--- config.mk ---
export PLATFORM = sky130hd
export DESIGN_NAME = afc_trigger
export DESIGN_NICKNAME = d
export VERILOG_FILES = /design/src/hdl/afc_pkg.sv /design/src/hdl/afc_trigger.sv /design/src/hdl/afc_jam_timer.sv /design/src/hdl/afc_axil_slave.sv
export VERILOG_INCLUDE_DIRS = /design/src /design/src/hdl
export SDC_FILE = /design/constraint.sdc
export NUM_CORES = 1
export LEC_CHECK = 0
export ABC_AREA = 0
export BUFFER_PORTS_ARGS = -buffer_cell sky130_fd_sc_hd__clkbuf_2
export CAP_MARGIN = 20
export CORE_ASPECT_RATIO = 0.5
export CORE_UTILIZATION = 40
export CTS_BUF_LIST = sky130_fd_sc_hd__clkbuf_2 sky130_fd_sc_hd__clkbuf_4 sky130_fd_sc_hd__clkbuf_8
export DETAILED_ROUTE_END_ITERATION = 8
export SLEW_MARGIN = 20
export SYNTH_ARGS = -nofsm -noshare
export SYNTH_HDL_FRONTEND = slang
export SYNTH_SLANG_ARGS = --single-unit
export TNS_END_PERCENT = 20
--- constraint.sdc ---
create_clock -name aclk -period 14.7 [get_ports aclk]
set_input_delay 0 -clock aclk [delete_from_list [all_inputs] [get_ports aclk]]
set_output_delay 0 -clock aclk [all_outputs]
set_load 0.02 [all_outputs]
--- src/hdl/afc_regs.svh ---
// Register map, field positions, reset values and timing constants of the flow-control trigger
`ifndef AFC_REGS_SVH
`define AFC_REGS_SVH

// ==========================================
// Register offsets (byte addresses)
`define AFC_ADDR_CFG 8'hAC
`define AFC_ADDR_STAT 8'hB8

// ==========================================
// Configuration fields
`define FLOW_CONTROL_CONFIG_RESET 32'h0000_0000
`define FLOW_CONTROL_CONFIG_USED 24
`define HIGH_WATERMARK_MSB 23
`define HIGH_WATERMARK_LSB 16
`define AFC_LO_MSB 15
`define AFC_LO_LSB 8
`define AFC_DUR_MSB 7
`define AFC_DUR_LSB 4
`define AFC_MULT_BIT 3
`define AFC_BRD_BIT 2
`define AFC_ADD_BIT 1
`define AFC_ANY_BIT 0

// Watermark unit is 64 bytes
`define HIGH_WATERMARK_SHIFT 6

// ==========================================
// Status fields
`define AFC_ST_JAM_BIT 0
`define AFC_ST_PAUSE_BIT 1
`define AFC_ST_HIT_BIT 2
`define AFC_ST_SENT_BIT 3

// ==========================================
// Jam durations in microseconds and the 10 Mbps extra in nanoseconds
`define AFC_JAM_US_0 5
`define AFC_JAM_US_1 10
`define AFC_JAM_US_2 15
`define AFC_JAM_US_3 25
`define AFC_JAM_US_4 50
`define AFC_JAM_US_LONG 100
`define AFC_JAM_US_STEP 50
`define AFC_JAM_LONG_CODE 5
`define AFC_JAM_10M_EXTRA_NS 2200
`define AFC_NS_PER_US 1000
`define AFC_CLK_PERIOD_NS 8

`endif

--- src/hdl/afc_pkg.sv ---
// Types shared by the flow-control trigger modules
package afc_pkg;
    typedef enum logic [1:0] {
        AFC_IDLE = 2'b00,
        AFC_PEND = 2'b01,
        AFC_SENT = 2'b10
    } afc_pause_e;

    typedef enum logic [1:0] {
        AFC_OKAY = 2'b00,
        AFC_SLVERR = 2'b10
    } afc_resp_e;
endpackage

--- src/hdl/afc_trigger.sv ---
// Automatic flow-control trigger: watermark watch, pause request and jam
// Function
// - Any-frame mode with level reached jams on any received frame or requests a pause.
// - Full-duplex automatic flow control runs only with any-frame set in full duplex.
// - Half-duplex any-frame mode jams on next valid preamble, no address decode.
// - Full-duplex any-frame mode requests pause at once when level is reached.
// - Pause request stays pending until the transmitter takes it; only leaving full-duplex flow control aborts it.
// - Any-frame mode ignores multicast, broadcast and own-address selections.
// - Duration code picks jam length; 10 Mbps adds 2.2 us.
// - High watermark counts in 64-byte units of receive FIFO fill.
// - Back pressure lasts the coded period; code unused in full duplex.
// - No pause and no back pressure while the transmitter is disabled.
//
// The AXI4-Lite slave port and the address map were chosen for this implementation.
`timescale 1ns/1ns
`include "afc_regs.svh"
module afc_trigger #(
    parameter int LEVEL_W = 15,
    parameter int CLK_PERIOD_NS = `AFC_CLK_PERIOD_NS,
    parameter int CNT_W = 17
) (
    input wire logic aclk,
    input wire logic aresetn,
    input wire logic [7:0] s_awaddr,
    input wire logic s_awvalid,
    output logic s_awready,
    input wire logic [31:0] s_wdata,
    input wire logic [3:0] s_wstrb,
    input wire logic s_wvalid,
    output logic s_wready,
    output logic [1:0] s_bresp,
    output logic s_bvalid,
    input wire logic s_bready,
    input wire logic [7:0] s_araddr,
    input wire logic s_arvalid,
    output logic s_arready,
    output logic [31:0] s_rdata,
    output logic [1:0] s_rresp,
    output logic s_rvalid,
    input wire logic s_rready,
    input wire logic [LEVEL_W-1:0] rx_fifo_level,
    input wire logic full_duplex,
    input wire logic speed_100,
    input wire logic tx_enable,
    input wire logic rx_preamble_valid,
    input wire logic rx_addr_valid,
    input wire logic rx_is_multicast,
    input wire logic rx_is_broadcast,
    input wire logic rx_is_own,
    output logic pause_request,
    input wire logic pause_ack,
    output logic back_pressure
);
    // ==========================================
    // Declarations
    logic [`FLOW_CONTROL_CONFIG_USED-1:0] cfg;
    afc_pkg::afc_pause_e state;
    afc_pkg::afc_pause_e next_state;
    logic wr_req;
    logic [7:0] wr_addr;
    logic [31:0] wr_data;
    logic [3:0] wr_strb;
    logic wr_ok;
    logic rd_req;
    logic [7:0] rd_addr;
    logic [31:0] rd_data;
    logic rd_ok;
    logic any_frame_trigger;
    logic multicast_trigger;
    logic broadcast_trigger;
    logic own_address_trigger;
    logic [7:0] high_watermark;
    logic [3:0] jam_duration_code;
    logic level_hit;
    logic fd_active;
    logic hd_active;
    logic sel_hit;
    logic frame_event;
    logic jam_start;
    logic jam_abort;
    logic [CNT_W-1:0] jam_count;

    if (LEVEL_W < 8 + `HIGH_WATERMARK_SHIFT) begin : g_bad_level
        $error("afc_trigger: LEVEL_W cannot hold the largest watermark");
    end
    if (CLK_PERIOD_NS < 1) begin : g_bad_period
        $error("afc_trigger: CLK_PERIOD_NS must be positive");
    end
    if (CNT_W < 17) begin : g_bad_cnt
        $error("afc_trigger: CNT_W cannot hold the longest jam");
    end

    // ==========================================
    // Jam length in clock cycles from code and speed
    function automatic logic [CNT_W-1:0] jam_cycles(input logic [3:0] code,
                                                    input logic fast);
        int us;
        int ns;
        case (code)
            4'h0: us = `AFC_JAM_US_0;
            4'h1: us = `AFC_JAM_US_1;
            4'h2: us = `AFC_JAM_US_2;
            4'h3: us = `AFC_JAM_US_3;
            4'h4: us = `AFC_JAM_US_4;
            default: us = `AFC_JAM_US_LONG + `AFC_JAM_US_STEP * (int'(code) - `AFC_JAM_LONG_CODE);
        endcase
        ns = us * `AFC_NS_PER_US + (fast ? 0 : `AFC_JAM_10M_EXTRA_NS);
        // Every entry is a whole number of 8 ns periods, so nothing is lost
        return CNT_W'(ns / CLK_PERIOD_NS);
    endfunction

    // ==========================================
    // Bus front end
    afc_axil_slave #(
        .ADDR_W(8)
    ) u_bus (
        .aclk(aclk),
        .aresetn(aresetn),
        .s_awaddr(s_awaddr),
        .s_awvalid(s_awvalid),
        .s_awready(s_awready),
        .s_wdata(s_wdata),
        .s_wstrb(s_wstrb),
        .s_wvalid(s_wvalid),
        .s_wready(s_wready),
        .s_bresp(s_bresp),
        .s_bvalid(s_bvalid),
        .s_bready(s_bready),
        .s_araddr(s_araddr),
        .s_arvalid(s_arvalid),
        .s_arready(s_arready),
        .s_rdata(s_rdata),
        .s_rresp(s_rresp),
        .s_rvalid(s_rvalid),
        .s_rready(s_rready),
        .wr_req(wr_req),
        .wr_addr(wr_addr),
        .wr_data(wr_data),
        .wr_strb(wr_strb),
        .wr_ok(wr_ok),
        .rd_req(rd_req),
        .rd_addr(rd_addr),
        .rd_data(rd_data),
        .rd_ok(rd_ok)
    );

    // ==========================================
    // Registers
    assign wr_ok = (wr_addr == `AFC_ADDR_CFG) || (wr_addr == `AFC_ADDR_STAT);
    assign rd_ok = (rd_addr == `AFC_ADDR_CFG) || (rd_addr == `AFC_ADDR_STAT);

    // Top byte is reserved and stays zero; status writes are ignored
    always_ff @(posedge aclk) begin
        if (!aresetn) begin
            cfg <= `FLOW_CONTROL_CONFIG_USED'(`FLOW_CONTROL_CONFIG_RESET);
        end else if (wr_req && wr_addr == `AFC_ADDR_CFG) begin
            for (int b = 0; b < 3; b++) begin
                if (wr_strb[b]) begin
                    cfg[b*8 +: 8] <= wr_data[b*8 +: 8];
                end
            end
        end
    end

    always_comb begin
        rd_data = 32'h0000_0000;
        if (rd_addr == `AFC_ADDR_CFG) begin
            rd_data[`FLOW_CONTROL_CONFIG_USED-1:0] = cfg;
        end else if (rd_addr == `AFC_ADDR_STAT) begin
            rd_data[`AFC_ST_JAM_BIT] = back_pressure;
            rd_data[`AFC_ST_PAUSE_BIT] = pause_request;
            rd_data[`AFC_ST_HIT_BIT] = level_hit;
            rd_data[`AFC_ST_SENT_BIT] = (state == afc_pkg::AFC_SENT);
        end
    end

    assign any_frame_trigger = cfg[`AFC_ANY_BIT];
    assign multicast_trigger = cfg[`AFC_MULT_BIT];
    assign broadcast_trigger = cfg[`AFC_BRD_BIT];
    assign own_address_trigger = cfg[`AFC_ADD_BIT];
    assign high_watermark = cfg[`HIGH_WATERMARK_MSB:`HIGH_WATERMARK_LSB];
    assign jam_duration_code = cfg[`AFC_DUR_MSB:`AFC_DUR_LSB];

    // ==========================================
    // Trigger level
    assign level_hit = rx_fifo_level >= LEVEL_W'({high_watermark, 6'h00});

    // ==========================================
    // Full duplex: one pause request per crossing of the watermark
    assign fd_active = any_frame_trigger && full_duplex && tx_enable;

    always_comb begin
        next_state = state;
        case (state)
            afc_pkg::AFC_IDLE: begin
                if (fd_active && level_hit) begin
                    next_state = afc_pkg::AFC_PEND;
                end
            end
            afc_pkg::AFC_PEND: begin
                if (!fd_active) begin
                    next_state = afc_pkg::AFC_IDLE;
                end else if (pause_ack) begin
                    next_state = afc_pkg::AFC_SENT;
                end
            end
            afc_pkg::AFC_SENT: begin
                // Re-arms only after the level falls or full-duplex flow control drops, so a full FIFO sends one frame
                if (!fd_active || !level_hit) begin
                    next_state = afc_pkg::AFC_IDLE;
                end
            end
            default: next_state = afc_pkg::AFC_IDLE;
        endcase
    end

    always_ff @(posedge aclk) begin
        if (!aresetn) begin
            state <= afc_pkg::AFC_IDLE;
        end else begin
            state <= next_state;
        end
    end

    assign pause_request = (state == afc_pkg::AFC_PEND);

    // ==========================================
    // Half duplex: jam incoming frames
    assign hd_active = !full_duplex && tx_enable;
    assign sel_hit = (rx_is_multicast && multicast_trigger)
        || (rx_is_broadcast && broadcast_trigger)
        || (rx_is_own && own_address_trigger);
    // Any-frame mode looks only at the preamble, never at the address class
    assign frame_event = any_frame_trigger ? rx_preamble_valid
        : (rx_addr_valid && sel_hit);
    assign jam_start = hd_active && level_hit && frame_event;
    assign jam_abort = !hd_active;
    assign jam_count = jam_cycles(jam_duration_code, speed_100);

    afc_jam_timer #(
        .CNT_W(CNT_W)
    ) u_timer (
        .aclk(aclk),
        .aresetn(aresetn),
        .load(jam_start),
        .load_count(jam_count),
        .abort(jam_abort),
        .busy(back_pressure)
    );
endmodule

--- src/hdl/afc_jam_timer.sv ---
// Back-pressure duration counter
`timescale 1ns/1ns
module afc_jam_timer #(
    parameter int CNT_W = 17
) (
    input wire logic aclk,
    input wire logic aresetn,
    input wire logic load,
    input wire logic [CNT_W-1:0] load_count,
    input wire logic abort,
    output logic busy
);
    logic [CNT_W-1:0] remaining;

    if (CNT_W < 2) begin : g_bad_width
        $error("afc_jam_timer: CNT_W too small");
    end

    // ==========================================
    // Counter
    always_ff @(posedge aclk) begin
        if (!aresetn) begin
            busy <= 1'b0;
            remaining <= '0;
        end else if (abort) begin
            busy <= 1'b0;
            remaining <= '0;
        end else if (load && !busy) begin
            busy <= 1'b1;
            remaining <= load_count;
        end else if (busy) begin
            if (remaining <= CNT_W'(1)) begin
                busy <= 1'b0;
            end
            remaining <= remaining - CNT_W'(1);
        end
    end
endmodule

--- src/hdl/afc_axil_slave.sv ---
// AXI4-Lite slave front end: single outstanding write and read
`timescale 1ns/1ns
module afc_axil_slave #(
    parameter int ADDR_W = 8
) (
    input wire logic aclk,
    input wire logic aresetn,
    input wire logic [ADDR_W-1:0] s_awaddr,
    input wire logic s_awvalid,
    output logic s_awready,
    input wire logic [31:0] s_wdata,
    input wire logic [3:0] s_wstrb,
    input wire logic s_wvalid,
    output logic s_wready,
    output logic [1:0] s_bresp,
    output logic s_bvalid,
    input wire logic s_bready,
    input wire logic [ADDR_W-1:0] s_araddr,
    input wire logic s_arvalid,
    output logic s_arready,
    output logic [31:0] s_rdata,
    output logic [1:0] s_rresp,
    output logic s_rvalid,
    input wire logic s_rready,
    output logic wr_req,
    output logic [ADDR_W-1:0] wr_addr,
    output logic [31:0] wr_data,
    output logic [3:0] wr_strb,
    input wire logic wr_ok,
    output logic rd_req,
    output logic [ADDR_W-1:0] rd_addr,
    input wire logic [31:0] rd_data,
    input wire logic rd_ok
);
    logic aw_full;
    logic w_full;

    // ==========================================
    // Write path: address and data taken in either order
    assign s_awready = !aw_full;
    assign s_wready = !w_full;
    assign wr_req = aw_full && w_full && !s_bvalid;

    always_ff @(posedge aclk) begin
        if (!aresetn) begin
            aw_full <= 1'b0;
            wr_addr <= '0;
        end else if (s_awvalid && s_awready) begin
            aw_full <= 1'b1;
            wr_addr <= s_awaddr;
        end else if (wr_req) begin
            aw_full <= 1'b0;
        end
    end

    always_ff @(posedge aclk) begin
        if (!aresetn) begin
            w_full <= 1'b0;
            wr_data <= '0;
            wr_strb <= '0;
        end else if (s_wvalid && s_wready) begin
            w_full <= 1'b1;
            wr_data <= s_wdata;
            wr_strb <= s_wstrb;
        end else if (wr_req) begin
            w_full <= 1'b0;
        end
    end

    always_ff @(posedge aclk) begin
        if (!aresetn) begin
            s_bvalid <= 1'b0;
            s_bresp <= afc_pkg::AFC_OKAY;
        end else if (wr_req) begin
            s_bvalid <= 1'b1;
            s_bresp <= wr_ok ? afc_pkg::AFC_OKAY : afc_pkg::AFC_SLVERR;
        end else if (s_bready) begin
            s_bvalid <= 1'b0;
        end
    end

    // ==========================================
    // Read path: data registered one cycle after the address
    assign s_arready = !s_rvalid;
    assign rd_req = s_arvalid && s_arready;
    assign rd_addr = s_araddr;

    always_ff @(posedge aclk) begin
        if (!aresetn) begin
            s_rvalid <= 1'b0;
            s_rdata <= '0;
            s_rresp <= afc_pkg::AFC_OKAY;
        end else if (rd_req) begin
            s_rvalid <= 1'b1;
            s_rdata <= rd_ok ? rd_data : 32'h0000_0000;
            s_rresp <= rd_ok ? afc_pkg::AFC_OKAY : afc_pkg::AFC_SLVERR;
        end else if (s_rready) begin
            s_rvalid <= 1'b0;
        end
    end
endmodule

Word-level counts from Yosys, hierarchy flattened
Cells that the tools add are included. Widths: inputs -> output; s select.

Word-level logic and storage cells: 108. Register bits after elaboration: 119. Input port bits: 83. Output and inout port bits: 43.

Equal/unequal tests: 13. Magnitude comparators: 2. Bitwise logic cells: 1. $add $sub $neg: 5. Multipliers: 2. Reductions and logical operators: 43. Multiplexer cells: 26.

Operators by type and width (count): $pmux 32 s5 (1); $mux 17 (2); $add 32x13->32 (1); $eq 8x8->1 const B (4); $mul 32x8->29 const B (1); $mux 24 (1); $mux 20 (1); $add 17x1->17 (1); $le 17x1->1 const B (1); $logic_and 1x1->1 (17); $sub 17x1->17 const B (1); $ge 15x14->1 (1); $add 8x12->13 const A (1); $mux 12 (1); $mux 2 (6); $mul 6x5->11 const A (1); $mux 1 (11); $reduce_bool 2->1 (5); $eq 4x2->1 const B (2); $logic_not 1->1 (8); $mux 4 (2); $reduce_and 2->1 (4); $pmux 2 s3 (1); $logic_or 1x1->1 (5); 13 further kinds (13).

Depth between registers and ports, before layout
Gate-level depths: netlist (run 1).

Word-level depth: 10. Gate-level depth with buffers: 34.

Cells and area by module
From an unflattened synthesis (run 1), not the netlist that was laid out.

Cell total of the unflattened synthesis: 1022. Area, all modules: 9017.4 um^2.

Modules (own cells, without submodules): afc_trigger (times used 1, cells an instance 530, area each 4673.2 um^2); afc_axil_slave (times used 1, cells an instance 364, area each 3263.1 um^2); afc_jam_timer (times used 1, cells an instance 128, area each 1081.0 um^2).

Least setup slack after synthesis (run 1)
No wires, ideal clock.

Kind: register to register. Start point: register cfg[4]. End point: register u_timer.remaining[15]. Required time: 14.567 ns. Path buffers: 1. Cell stages (with the launch flop): 33. Library setup time: 0.133 ns. Path slack: 6.677 ns. Arrival: 7.891 ns. Period minus slack after synthesis: 8.023 ns. Path through: dfxtp_1 -> clkbuf_1 -> inv_1 -> ha_1 -> xnor2_1 -> fa_1 -> ha_1 -> inv_1 -> fa_1 -> inv_1 -> ha_1 -> and3_1 -> nor2_1 -> xnor2_1 -> nor4_1 -> xnor2_1 -> nor2_1 -> inv_1 -> fa_1 -> inv_1 -> fa_1 -> fa_1 -> inv_1 -> fa_1 -> inv_1 -> ha_1 -> nor2b_1 -> o2111ai_1 -> nor4bb_1 -> or4b_4 -> nor3b_1 -> nand4b_1 -> o211ai_1.

Cells in the longest elaborated chain, start to end: 9. Elaborated cells between the ends (all ways): 14.

RTL lines: start, declared (line afc_trigger.sv:56) `` logic [`FLOW_CONTROL_CONFIG_USED-1:0] cfg; ``; start signal, assigned (line afc_trigger.sv:155) `` cfg <= `FLOW_CONTROL_CONFIG_USED'(`FLOW_CONTROL_CONFIG_RESET); ``; start signal, assigned by index (line afc_trigger.sv:159) `cfg[b*8 +: 8] <= wr_data[b*8 +: 8];`; $sub 4x3->5 (no line); $mul 6x5->11 (no line); $add 8x12->13 (no line); $pmux 32 s5 (*) (line afc_trigger.sv:99) `case (code)`; $mul 32x8->29 (no line) (*); $add 32x13->32 (*) (line afc_trigger.sv:107) `` ns = us * `AFC_NS_PER_US + (fast ? 0 : `AFC_JAM_10M_EXTRA_NS); ``; $and 1x1->1 (no line); $add 17x1->17 (no line) (*); $mux 17 (*) (line afc_jam_timer.sv:28) `end else if (load && !busy) begin`; end signal, assigned (line afc_jam_timer.sv:30) `remaining <= load_count;`; end signal, assigned (line afc_jam_timer.sv:35) `remaining <= remaining - CNT_W'(1);`; end, declared (line afc_jam_timer.sv:13) `logic [CNT_W-1:0] remaining;`.

Every way passes the cells marked *; elsewhere a longest branch is shown, timed or not. A chain may end at the register's enable or synchronous reset.

Final worst setup path (run 1)
Start point: register cfg[4]. End point: register u_timer.remaining[16].

Same word-level chain as after synthesis.

==> results.cfg, run 1 <==
[sta]
fin_crit_ns = 8.72
fmax_ghz = 0.115
period_share_pct = 59.4
setup_viol = 0
report.final.hold_viol_count = 0
hold_ws_ns = 0.0591
slew_viol_final = 0
skew_ns = 0.0137
fin_tns_setup_ns = 0
tightest_slew_ns = 1.03
rsz0062_at_grt = false
relSlewSlack_pct = 31.2

[global_routing]
globalRouteOverflowTotal = 0
grt_pass1_vias = 6234
grt_usage_pct = 17.6
grt_max_degree = 91
grt_pass1_wl_um = 29400
antenna_found_initial = 0

[pwr]
finalPower_uw = 562
peakVddDrop_uv = 48.6
p_leak_nw = 4.44
powerDensity_nw_per_um2 = 59.0

[setup_path]
crit_arrival_ns = 8.98
slowest_stage = dfxtp_1
worstSetupPathType = flip-flop to flip-flop
startpoint_type = flip-flop
crit_required_ns = 14.96
crit_path_end_kind = flip-flop
cp_max_fo = 10
slowest_delay_ns = 0.54
crit_top_cell = inv_1

[logic_synthesis]
syn_area_um2 = 8130
ys.flop_type = dfxtp_1
synthArstFlopShare_pct = 0
yosysSeqAreaShare_pct = 26.8
yosysTopAreaCell = dfxtp_1
synth_common_cells = 111 x inv_1, 109 x dfxtp_1, 91 x nand2_1
synth-edff-count = 0
yosys_warnings = 0
yosys.cell_types.count = 74
synth_area_leaders = dfxtp_1 27%, ha_1 12%, fa_1 11%
syn_avg_cell_area_um2 = 8.75
synth_seq_cells = 109
netlist_instances = 929
synthDominantCellAreaShare_pct = 26.8
synth.most_common_cell = inv_1

[place]
port_buffers = 106
gp_routability_congestion = 0.787
dpl_cell_area_um2 = 8850
hpwl_um = 13500

[layout]
final_cell_area_um2 = 9530
multiInputGateArea_um2 = 5380
syn2layout_area_growth_pct = 17.2
n_antenna_cell = 0
fill_cells = 1907
drive_gt1_share_pct = 13.2
seqCellArea_um2 = 2180
nets = 1266

[cts]
post_cts_buffers = 0
path_clk_slew_ns = 0.11
clockBufferDepth = 2
numCtsBuffers = 9
cts_tree = built
h-tree-depth = 3
clockRootBuffer = clkbuf_8
clkSinkCount = 109
ctsHoldBuffers = 45
clk_latency_ns = 0.40
ctsResizeCount = 0

[run_status]
status = complete, no violations

[detailed_routing]
drt_first_pass_iters = 4
drc_errors = 0
drt_wl_total_um = 17900
wire_per_inst_um = 13.5
viasPerCell = 4.90
drt_iter0_markers = 281
ant_nets = 0
vias = 6522

[die]
fp.dieW_um = 204
core_area_um2 = 19700
placementRows = 36
die_h_um = 103
ios = 126
start_util_pct = 41.3
die-area_um2 = 20900

[flow_run]
max-cap-violations = 0

[worst_hold_path]
hp-class = primary input to flip-flop
flip-flops by register name, indices dropped and copies added (netlist names):
signal and flops:
u_bus.wr_data 24, cfg 24, u_bus.s_rdata 24, u_timer.busy 1, u_timer.remaining 17, u_bus.s_bvalid 1
state 2, u_bus.s_bresp 1, u_bus.s_rresp 1, u_bus.w_full 1, u_bus.wr_addr 8, u_bus.aw_full 1
u_bus.wr_strb 3, u_bus.s_rvalid 1
metrics by stage:
| stage | cells | utilization (%) | setup slack (ns) |
|---|---|---|---|
| after floorplan | 938 | - | 6.68 |
| after global placement | 1270 | 45.0 | 6.11 |
| after detailed placement | 1270 | 45.0 | 5.97 |
| after CTS | 1331 | 48.4 | 5.95 |
| after global routing | 1331 | 48.4 | 5.32 |
| final | 1331 | 48.4 | 5.98 |
final timing paths:
kind                     startpoint                     to  slack, ns  depth (start not counted)
setup / recovery             cfg[4]  u_timer.remaining[16]       5.98                         31
hold / removal          s_araddr[2]       u_bus.s_rresp[1]       0.06                          4
hold reg to reg   u_bus.wr_data[23]      u_bus.wr_data[23]       0.47                          2
setup reg to reg             cfg[4]  u_timer.remaining[16]       5.98                         31
cells in the final DEF (no fill, tap or decap), types with 9 or more instances in the layout:
cell           instances
inv_1                111
nor3_1                19
conb_1                10
fa_1                  46
nand2_1               90
nand3_1               11
o21ai_0               15
nor2b_1               64
or3_1                  9
xor2_1                12
dlygate4sd3_1         45
ha_1                  77
clkbuf_8               9
a22oi_1               23
a21oi_1               25
nand2b_1              14
dfxtp_1              109
a21boi_0              30
nor2_1                51
mux2i_1               33
xnor2_1               29
clkbuf_2             106
per-layer routing:
layer | vias up | global-route usage, % | wire (um)
met2 | 83 | 30.1 | 8440
met3 | 22 | 3.73 | 513
li1 | 3366 | - | -
met1 | 3051 | 22.6 | 8710
met5 | - | 0 | 0
met4 | 0 | 4.86 | 252
report_power, final:
part	switching, mW	total, mW	internal, mW	leakage [nW]
registers	0.00392	0.306	0.302	0.884
logic	0.0294	0.0575	0.0281	3.45
clock network	0.116	0.199	0.0828	0.107
layout make-up:
type / count / area share (%)
clock buffer: 9 / 1.30
clock inverter: 7 / 0.998
inverter: 112 / 4.41
multi-input combinational: 675 / 56.5
sequential: 109 / 22.9
tap: 266 / 3.49
timing repair buffer: 153 / 10.5
cell families (layout without fill, tap and decap cells):
kind of cell,Yosys count,count (layout),share of synthesized area [%]
AND/OR/NAND/NOR,303,303,19.2
flip-flops,109,109,26.8
buffers and inverters,154,281,7.59
other,1,10,0.0461
multiplexers,34,34,4.20
AO/OA/AOI/OAI,163,163,14.3
XOR/XNOR,42,42,4.69
adder cells (fa/ha/maj),123,123,23.2
critical path, delay by kind of cell, from the launching register on:
| family | cells | cell delay [ns] |
|---|---|---|
| adder cells (fa/ha/maj) | 10 | 4.05 |
| AND/OR/NAND/NOR | 8 | 2.21 |
| XOR/XNOR | 4 | 0.76 |
| buffers and inverters | 7 | 0.57 |
| flip-flops | 1 | 0.54 |
| AO/OA/AOI/OAI | 2 | 0.42 |
(Power assumes the default switching activity.)
==> run 2: changes to the inputs <==
--- a/config.mk
+++ b/config.mk
@@ -6,7 +6,7 @@
 export SDC_FILE = /design/constraint.sdc
 export NUM_CORES = 1
 export LEC_CHECK = 0
-export ABC_AREA = 0
+export ABC_AREA = 1
 export BUFFER_PORTS_ARGS = -buffer_cell sky130_fd_sc_hd__clkbuf_2
 export CAP_MARGIN = 20
 export CORE_ASPECT_RATIO = 0.5
==> constraint.sdc (replaced) <==
create_clock -name aclk -period 7.8 [get_ports aclk]
set_input_delay 0 -clock aclk [delete_from_list [all_inputs] [get_ports aclk]]
set_output_delay 0 -clock aclk [all_outputs]
set_load 0.02 [all_outputs]
==> results.cfg, run 2 <==
[run_status]
status = complete, but fails checks
violations = design-rule violations

[sta]
fmax_ghz = 0.138
period_share_pct = 93.0
hold_ws_ns = 0.0208
slew_viol_final = 0
report.final.hold_viol_count = 0
skew_ns = 0.0137
fin_crit_ns = 7.26
tightest_slew_ns = 0.780
fin_tns_setup_ns = 0
setup_viol = 0
relSlewSlack_pct = 47.7

[logic_synthesis]
synth.most_common_cell = inv_1
synth_common_cells = 192 x inv_1, 174 x nand2_1, 136 x nor2_1
synthArstFlopShare_pct = 0
syn_avg_cell_area_um2 = 7.37
yosys_warnings = 0
synth_seq_cells = 109
netlist_instances = 1136
ys.flop_type = dfxtp_1
yosysSeqAreaShare_pct = 26.1
yosysTopAreaCell = dfxtp_1
syn_area_um2 = 8370
yosys.cell_types.count = 59
synthDominantCellAreaShare_pct = 26.1
synth-edff-count = 0
synth_area_leaders = dfxtp_1 26%, ha_1 12%, fa_1 11%

[worst_hold_path]
hp-class = primary input to flip-flop
min_to = u_bus.s_rresp[1]
hold_start = s_araddr[5]
min_path_cells = 4

[die]
fp.dieW_um = 207
core_area_um2 = 20000
die_h_um = 104
ios = 126
start_util_pct = 41.9
placementRows = 36
die-area_um2 = 21500

[setup_path]
startpoint_type = flip-flop
r2r_slack_ns = 0.54
timing.rr.end = u_timer.remaining[16]
slowest_stage = fa_1
reg2reg_from = cfg[5]
slowest_delay_ns = 0.55
crit_family = adder cells
crit_path_end_kind = flip-flop
cp_max_fo = 5
crit_required_ns = 8.11
r2r_cells = 40
crit_top_cell = nand2_1
crit_arrival_ns = 7.57
cp_num_buf_inv = 8
worstSetupPathType = flip-flop to flip-flop

[detailed_routing]
vias = 7451
drt_first_pass_iters = 7
drc_errors = 1
viasPerCell = 4.79
ant_nets = 0
drt_iter0_markers = 348
wire_per_inst_um = 12.3
drt_wl_total_um = 19100

[pwr]
finalPower_mw = 1.08
p_leak_nw = 4.96
peakVddDrop_uv = 80.9
powerDensity_nw_per_um2 = 109

[global_routing]
grt_use_met2_pct = 30.6
gr-usage-met1_pct = 25.6
grt.busiest_layer = met2
grt_usage_pct = 18.6
grt_pass1_wl_um = 33000
grt_max_degree = 90
met3_usage_pct = 2.47
grt_pass1_vias = 7195
antenna_found_initial = 0
globalRouteOverflowTotal = 0

[layout]
nets = 1490
syn2layout_area_growth_pct = 18.3
fill_cells = 1995
mostFrequentLayoutCells = 192 x inv_1, 171 x nand2_1, 134 x nor2_1
drive_gt1_share_pct = 16.0
mostFrequentLayoutCell = inv_1
reg_top3 = cfg: 24 flops, u_bus.s_rdata: 24 flops, u_bus.wr_data: 24 flops
n_antenna_cell = 0
final_cell_area_um2 = 9900
fin_util_pct = 49.6

[flow_run]
max-cap-violations = 0

[place]
port_buffers = 106
dpl_cell_area_um2 = 9170
gp_routability_congestion = 0.856
hpwl_um = 15000

[cts]
path_clk_slew_ns = 0.10
clkSinkCount = 109
numCtsBuffers = 9
clockBufferDepth = 2
cts_tree = built
clk_latency_ns = 0.38
h-tree-depth = 3
clockRootBuffer = clkbuf_8
==> run 2: cell count changes after synthesis, sizes merged, moves of 14 or more <==
cell and delta:
a21boi -32, xnor2 -23, nand3 +39, nor2 +91, nand2b -14, mux2i -33, nand2 +90, o21ai +87
a22oi -22, a21oi +41, nor2b -65, inv +90
==> run 2: cell families after synthesis <==
logic type | Yosys count | share of synthesized area (%)
fa+ha+maj | 123 | 22.5
xor+xnor | 26 | 2.81
flops | 109 | 26.1
simple gates | 424 | 22.5
buf+inv | 243 | 11.6
other cells | 1 | 0.0448
compound gates | 210 | 14.4
==> run 2: worst max-delay path by stage <==
stage	startpoint	end	slack, ns	cells past startpoint
6_report	cfg[5]	u_timer.remaining[16]	0.54	40
5_1_grt	cfg[5]	u_timer.remaining[16]	-0.01	40
4_1_cts	cfg[5]	u_timer.remaining[16]	0.23	40
3_5_place_dp	cfg[5]	u_timer.remaining[16]	0.27	40
3_3_place_gp	cfg[5]	u_timer.remaining[16]	0.35	41
2_1_floorplan	cfg[4]	u_timer.remaining[16]	0.50	41
==> run 2: tightest hold or removal path: stages <==
cell and delay, ns:
clkbuf_2 0.09, nand3_1 0.13, nand2_1 0.09, a21oi_1 0.05
==> run 2: routing by layer <==
| metal | share of wire [%] | routed length, um |
|---|---|---|
| met4 | 1.5 | 291 |
| met3 | 3.5 | 675 |
| met2 | 46 | 8740 |
| met1 | 49 | 9410 |
| met5 | 0 | 0 |
==> run 2: cell type report <==
cell class,count,area [um2],share of cell area [%]
tap,266,333,3.36
timing repair buffer,165,1070,10.8
clock inverter,5,48.8,0.493
inverter,206,776,7.84
multi-input combinational,793,5330,53.9
clock buffer,11,151,1.53
sequential,109,2180,22.1
==> run 2: stage by stage <==
| step | worst slack, ns | std cells |
|---|---|---|
| after global routing | -0.0150 | 1555 |
| after detailed placement | 0.269 | 1494 |
| after floorplan | 0.503 | 1145 |
| final | 0.542 | 1555 |
| after CTS | 0.229 | 1550 |
| after global placement | 0.351 | 1494 |
==> run 2: report_power, final <==
part	internal [mW]	switching (mW)	leakage, nW
Sequential	0.582	0.0137	0.893
Combinational	0.0569	0.0808	3.97
Clock	0.141	0.201	0.104
==> run 2: timing repair <==
action,CTS,global route
hold endpoints to repair,40,0
gates resized for setup,0,20
setup endpoints to repair,0,4
buffers inserted,0,5
hold buffers,40,0
